$ cat src/design/rf_pkg.sv
package rf_pkg;

   localparam int DATA_W = 8;
   localparam int SEL_W  = 3;

   // Status flag bit positions
   localparam logic [2:0] FLAG_C = 3'h0;
   localparam logic [2:0] FLAG_Z = 3'h1;
   localparam logic [2:0] FLAG_N = 3'h2;
   localparam logic [2:0] FLAG_V = 3'h3;
   localparam logic [2:0] FLAG_S = 3'h4;
   localparam logic [2:0] FLAG_H = 3'h5;
   localparam logic [2:0] FLAG_T = 3'h6;
   localparam logic [2:0] FLAG_I = 3'h7;

   localparam logic [7:0] FLAGS_RESET  = 8'h00;
   localparam logic [7:0] RESULT_RESET = 8'h00;
   localparam logic [7:0] ZERO_BYTE    = 8'h00;
   localparam logic [7:0] ONE_HOT_LSB  = 8'h01;
   localparam int         MSB          = 7;

   typedef enum logic [3:0] {
      OP_NOP                 = 4'h0,
      OP_ROTATE_LEFT_CARRY   = 4'h1,
      OP_ROTATE_RIGHT_CARRY  = 4'h2,
      OP_BIT_TO_TRANSFER     = 4'h3,
      OP_TRANSFER_TO_BIT     = 4'h4,
      OP_FLAG_SET            = 4'h5,
      OP_FLAG_CLEAR          = 4'h6,
      OP_SLEEP               = 4'h7,
      OP_WATCHDOG_RESTART_OP = 4'h8
   } op_t;

   typedef struct packed {
      logic [7:0] status_flags_register;
      logic [7:0] result;
      logic       result_we;
      logic       sleep_req;
      logic       wdr_req;
      logic       done;
   } unit_state_t;

endpackage

$ cat src/design/dp_if.sv
`timescale 1ns/1ns
interface dp_if;
   rf_pkg::op_t op;
   logic [7:0]  operand;
   logic [2:0]  bit_sel;
   logic [7:0]  flags_in;
   logic [7:0]  result;
   logic [7:0]  flags_out;
   logic        result_we;

   modport core (output op, operand, bit_sel, flags_in, input result, flags_out, result_we);
   modport unit (input op, operand, bit_sel, flags_in, output result, flags_out, result_we);
endinterface

$ cat src/design/bit_datapath.sv
`timescale 1ns/1ns
module bit_datapath (
   dp_if.unit dp
);

   logic [7:0] inserted;

   // Transfer bit dropped into the selected position
   for (genvar i = 0; i < rf_pkg::DATA_W; i++) begin : g_insert
      assign inserted[i] = (dp.bit_sel == 3'(i)) ? dp.flags_in[rf_pkg::FLAG_T] : dp.operand[i];
   end

   always_comb begin
      logic [7:0] r;
      logic       c;
      r            = dp.operand;
      c            = dp.flags_in[rf_pkg::FLAG_C];
      dp.result    = dp.operand;
      dp.flags_out = dp.flags_in;
      dp.result_we = 1'b0;
      case (dp.op)
         rf_pkg::OP_ROTATE_LEFT_CARRY, rf_pkg::OP_ROTATE_RIGHT_CARRY: begin
            if (dp.op == rf_pkg::OP_ROTATE_LEFT_CARRY) begin
               r = {dp.operand[6:0], dp.flags_in[rf_pkg::FLAG_C]}; // [RULE1]
               c = dp.operand[rf_pkg::MSB];                        // [RULE1]
            end else begin
               r = {dp.flags_in[rf_pkg::FLAG_C], dp.operand[7:1]}; // [RULE2]
               c = dp.operand[0];                                  // [RULE2]
            end
            dp.result                    = r;
            dp.result_we                 = 1'b1;
            dp.flags_out[rf_pkg::FLAG_C] = c;
            dp.flags_out[rf_pkg::FLAG_Z] = (r == rf_pkg::ZERO_BYTE);
            dp.flags_out[rf_pkg::FLAG_N] = r[rf_pkg::MSB];
            dp.flags_out[rf_pkg::FLAG_V] = r[rf_pkg::MSB] ^ c;
         end
         rf_pkg::OP_BIT_TO_TRANSFER: begin
            dp.flags_out[rf_pkg::FLAG_T] = dp.operand[dp.bit_sel]; // [RULE3]
         end
         rf_pkg::OP_TRANSFER_TO_BIT: begin
            dp.result    = inserted;                               // [RULE4]
            dp.result_we = 1'b1;
         end
         rf_pkg::OP_FLAG_SET: begin
            dp.flags_out[dp.bit_sel] = 1'b1; // [RULE5] [RULE6] [RULE8] [RULE10] [RULE14]
         end
         rf_pkg::OP_FLAG_CLEAR: begin
            dp.flags_out[dp.bit_sel] = 1'b0; // [RULE5] [RULE7] [RULE9] [RULE11] [RULE14]
         end
         default: begin
            dp.result_we = 1'b0;
         end
      endcase
   end

endmodule

$ cat src/design/rotate_and_flag_unit.sv
// Overview of operation
// RULE1: Rotate left through carry puts old carry in bit 0, shifts up, old bit 7 to carry, sets Z C N V, in one cycle.
// RULE2: Rotate right through carry puts old carry in bit 7, shifts down, old bit 0 to carry, sets Z C N V, in one cycle.
// RULE3: Bit store copies the selected source bit into the transfer flag only, in one cycle.
// RULE4: Bit load writes the transfer flag into the selected destination bit, flags untouched, in one cycle.
// RULE5: Carry set and carry clear force only the carry flag, each in one cycle.
// RULE6: Sign set forces only the signed-test flag to one in one cycle.
// RULE7: Sign clear forces only the signed-test flag to zero in one cycle.
// RULE8: Overflow set forces only the overflow flag to one in one cycle.
// RULE9: Overflow clear forces only the overflow flag to zero in one cycle.
// RULE10: Half-carry set forces only the half-carry flag to one in one cycle.
// RULE11: Half-carry clear forces only the half-carry flag to zero in one cycle.
// RULE12: Sleep takes one cycle, keeps all flags and requests sleep from power management.
// RULE13: Watchdog restart takes one cycle, keeps all flags and pulses a restart request.
// RULE14: Negative, zero, transfer and interrupt-enable set or clear touch only their bit; no-op changes nothing.
`timescale 1ns/1ns
module rotate_and_flag_unit (
   // Clock and reset
   input  wire logic        clk,
   input  wire logic        rst,
   // Decoded instruction
   input  wire logic        op_valid,
   input  wire rf_pkg::op_t op_code,
   input  wire logic [7:0]  operand,
   input  wire logic [2:0]  bit_sel,
   // Register file write-back
   output logic [7:0]       result_q,
   output logic             result_we_q,
   // Status and control
   output logic [7:0]       status_flags_q,
   output logic             sleep_req_q,
   output logic             wdr_req_q,
   output logic             done_q
);

   ////////////////////////////////////////////////////////////////////////////////
   // Datapath
   dp_if dp ();

   rf_pkg::unit_state_t st_q;
   rf_pkg::unit_state_t st_d;

   assign dp.op       = op_valid ? op_code : rf_pkg::OP_NOP;
   assign dp.operand  = operand;
   assign dp.bit_sel  = bit_sel;
   assign dp.flags_in = st_q.status_flags_register;

   bit_datapath u_dp (
      .dp (dp.unit)
   );

   ////////////////////////////////////////////////////////////////////////////////
   // State
   always_comb begin
      st_d           = st_q;
      st_d.result_we = 1'b0;
      st_d.sleep_req = 1'b0;
      st_d.wdr_req   = 1'b0;
      st_d.done      = op_valid;
      if (op_valid) begin
         st_d.status_flags_register = dp.flags_out;
         st_d.result_we             = dp.result_we;
         if (dp.result_we) begin
            st_d.result = dp.result;
         end
         st_d.sleep_req = (op_code == rf_pkg::OP_SLEEP);               // [RULE12]
         st_d.wdr_req   = (op_code == rf_pkg::OP_WATCHDOG_RESTART_OP); // [RULE13]
      end
   end

   always_ff @(posedge clk or posedge rst) begin
      if (rst) begin
         st_q.status_flags_register <= rf_pkg::FLAGS_RESET;
         st_q.result                <= rf_pkg::RESULT_RESET;
         st_q.result_we             <= 1'b0;
         st_q.sleep_req             <= 1'b0;
         st_q.wdr_req               <= 1'b0;
         st_q.done                  <= 1'b0;
      end else begin
         st_q <= st_d;
      end
   end

   assign result_q       = st_q.result;
   assign result_we_q    = st_q.result_we;
   assign status_flags_q = st_q.status_flags_register;
   assign sleep_req_q    = st_q.sleep_req;
   assign wdr_req_q      = st_q.wdr_req;
   assign done_q         = st_q.done;
endmodule

$ cat config.mk
export PLATFORM = sky130hd
export DESIGN_NAME = rotate_and_flag_unit
export DESIGN_NICKNAME = d
export VERILOG_FILES = /design/src/design/rf_pkg.sv /design/src/design/dp_if.sv /design/src/design/bit_datapath.sv /design/src/design/rotate_and_flag_unit.sv
export SDC_FILE = /design/constraint.sdc
export NUM_CORES = 1
export LEC_CHECK = 0
export ABC_AREA = 1
export BUFFER_PORTS_ARGS = -buffer_cell sky130_fd_sc_hd__buf_2
export CAP_MARGIN = 0
export CORE_MARGIN = 3
export CORE_UTILIZATION = 51
export DETAILED_ROUTE_END_ITERATION = 8
export GPL_TIMING_DRIVEN = 0
export PLACE_DENSITY = 0.79
export REMOVE_ABC_BUFFERS = 1
export SYNTH_ARGS = -nofsm -noshare
export SYNTH_HDL_FRONTEND = slang
export SYNTH_SLANG_ARGS = --single-unit
export TNS_END_PERCENT = 20
$ cat constraint.sdc
create_clock -name clk -period 1.2 [get_ports clk]
set_clock_uncertainty 0.1 [all_clocks]
set_input_delay 0.12 -clock clk [delete_from_list [all_inputs] [get_ports clk]]
set_output_delay 0.12 -clock clk [all_outputs]
set_load 0.005 [all_outputs]
==> metrics.md <==
| Metric | Value |
|---|---|
| Logic pwr share | `34.5%` |
| Vias per inst | `5.659` |
| Commonest cells after routing, fill and taps aside | `nand2_1 (40), buf_2 (37), inv_1 (22)` |
| Synth Instances | `between 150 and 200` |
| CTS Buf Count | `3` |
| Crit path DAT | `about 1.5 ns` |
| Static Leak | `~0.88 nW` |
| GR Overflow Total | `0` |
| Most common cell after layout, fill and taps aside | `nand2_1` |
| Site Rows | `17` |
| CTS tree | `done` |
| Layout Nets | `252` |
| Clock buffer depth | `2` |
| Post-CTS Hold Fix Bufs | `4` |
| Core area | `about 0.0023 mm2` |
| Int Pwr | `0.001281 W` |
| RSZ-0062 raised after global routing | `true` |
| Sequential area share after synthesis | `37.95%` |
| Slew headroom | `between 40 and 50%` |
| R2R depth | `7` |
| CTS Sinks | `20` |
| Die area | `about 0.0032 mm2` |
| CP endpoint kind | `flip-flop` |
| Cell Pwr Density | `1149 mW/mm2` |
| Setup slack after layout | `-0.09804 ns` |
| Seq pwr share | `between 40% and 50%` |
| MaxCap Viol Count | `0` |
| Yosys warns | `0` |
| Fin cells | `261` |
| TritonRoute pass-1 iters | `4` |
| First-pass GRT wire length | `between 6000 and 7000 um` |
| Period utilization | `108.2%` |
| ANT nets after route | `0` |
| Initial DRC Count | `79` |
| Count of cell types in the netlist | `23` |
| Die Y | `56.85 um` |
| Initial antenna violation count | `0` |
| Switching part of the total | `35.07%` |
| Worst path cell trace | `inv_2 > nand3_2 > nand2_2 > nand3_2 > nor2_2 > nand2_2 > a21oi_2` |
| Mapped Avg Cell Area | `7.052 um2` |
| CP max FO | `3` |
| Critical Path Slowest Stage Cell | `dfrtp_1` |
| Initial core utilization | `56.36%` |
| Net Switching | `a little under 0.0007 W` |
| Total GRT Usage | `25.19%` |
| Root buffer cell | `clkbuf_4` |
| Hold Slack | `-0.1540 ns` |
| DRT Wirelength | `3959 um` |
| Area Overhead vs Synth | `30.17%` |
| Worst min-delay path class | `in -> async` |
| Post-layout util | `roughly 73%` |
| Pre-CTS WS | `-0.5671 ns` |
| ANT cells | `0` |
| Post-Syn Area | `0.001319 mm2` |
| Per-cell routed wire length | `15.17 um` |
| Worst skew pair latency | `roughly 0.30 ns` |
| Vias in the first global route | `1,446` |
| Fin. Hold Viols | `20` |
| Failing checks | `negative hold slack, negative setup slack` |
| Setup violators final | `2` |
| Outcome | `finished with violations` |
| Die X | `56.85 um` |
| Total Power | `roughly 0.0020 W` |
| CP max stage delay | `0.42 ns` |
| Prevailing post-synth register cell | `dfrtp_1` |
| Kind of critical path | `reg -> reg` |
| Clk pwr share | `between 20% and 30%` |
| CP required | `1.35 ns` |
| Cells after DPL | `249` |
| VDD IR max | `0.9297 mV` |
| Seq cells post-synth | `20` |
| Post-route DRC violation count | `0` |
| Post-synth EDFFs | `0` |
| Pins Over Slew Limit | `0` |
| CP Launch Type | `flip-flop` |
| # IOs | `38` |
| Final critical-path required period | `1.298 ns` |
| DR vias | `about 1,500` |
| Placer's final routability congestion estimate | `0.9393` |
| Worst-margin pin slew | `around 0.8 ns` |
| Share of layout cells above drive strength 1 | `32.19%` |
| Worst-path clk slew | `0.13 ns` |
| FFs w/ async S/R, synth | `100.0%` |
| HPWL after detailed placement | `2888 um` |
| Largest net degree at the start of global routing | `21` |
| H-tree depth | `1` |
| Port Buffer Count | `37` |
| Fmax | `770.4 MHz` |
worst paths after layout:
check,from,end,slack [ns]
worst min-delay path,rst,result_q[3]$_DFFE_PP0P_,-0.15
worst max-delay path,status_flags_q[0]$_DFFE_PP0P_,status_flags_q[1]$_DFFE_PP0P_,-0.1
max in group asynchronous,rst,status_flags_q[6]$_DFFE_PP0P_,0.61
min in group clk,op_valid,wdr_req_q$_DFF_PP0_,0.03
worst min register to register,flip-flop,flip-flop,0.41
worst max register to register,status_flags_q[0]$_DFFE_PP0P_,status_flags_q[1]$_DFFE_PP0P_,-0.1
critical path: cells and delay by family, from the launching register on:
family,cells,cell delay (ns)
simple gates,5,0.51
flops,1,0.42
compound gates,1,0.12
buf+inv,1,0.10
through the flow:
stage | setup TNS, ns | cell area (um2)
floorplan | -0.1988 | 1300
global placement | -6.498 | 1520
detailed placement | -6.802 | 1520
CTS | -0.02593 | 1610
global route | -0.4564 | 1717
finish | -0.1154 | 1717
timing repair:
item,in CTS,in global routing
pin swaps,0,8
setup buffers,0,4
gates resized for setup,6,20
hold endpoints to repair,23,20
setup endpoints to repair,14,15
layout make-up:
cell class	instances	area, um2
multi-input combinational	137	787.0
fill	196	623.1
sequential	20	501.7
timing repair buffer	45	255.2
inverter	27	101.3
clock buffer	4	36.28
tap	28	35.03
per-layer routing:
layer | vias to the layer above | GRT usage (%) | routed length, um
met5 | - | 0 | 0
met4 | 0 | 7.616 | 27
met3 | 4 | 4.828 | 359
met2 | 68 | 40.92 | 1874
met1 | 678 | 33.76 | 1698
li1 | 727 | - | -
cell usage after synthesis, types with 2 or more instances:
cell type / count / area [um2]
o221ai_1: 4 / 35.03
nand3_1: 12 / 60.06
nor2_1: 21 / 78.83
a31oi_1: 3 / 18.77
inv_2: 3 / 11.26
nand2_2: 2 / 12.51
nand2_1: 43 / 161.4
o211ai_1: 11 / 82.58
o21ai_1: 9 / 45.04
inv_1: 23 / 86.33
dfrtp_1: 20 / 500.5
o21ai_0: 7 / 35.03
o31ai_1: 2 / 15.01
a21oi_1: 9 / 45.04
nor3_1: 5 / 25.02
nand2_4: 2 / 22.52
o21ai_2: 5 / 43.79
power groups by stage:
stage                     logic (W)  registers (W)  clock network (W)
after detailed placement   0.000566       0.000906                  0
after global placement     0.000553       0.000900                  0
after global routing       0.000758       0.000906           0.000436
after CTS                  0.000586       0.000897           0.000409
final                      0.000679       0.000887           0.000406
after floorplan            0.000289       0.000909                  0
logic make-up (layout without fill, tap and decap cells):
group / after synthesis / count (layout) / share of synthesized area, %
and+or+nand+nor: 87 / 87 / 28.65
AOI/OAI and AO/OA: 50 / 50 / 24.29
buffers and inverters: 30 / 76 / 9.107
DFF: 20 / 20 / 37.95
(Power assumes the default switching activity.)
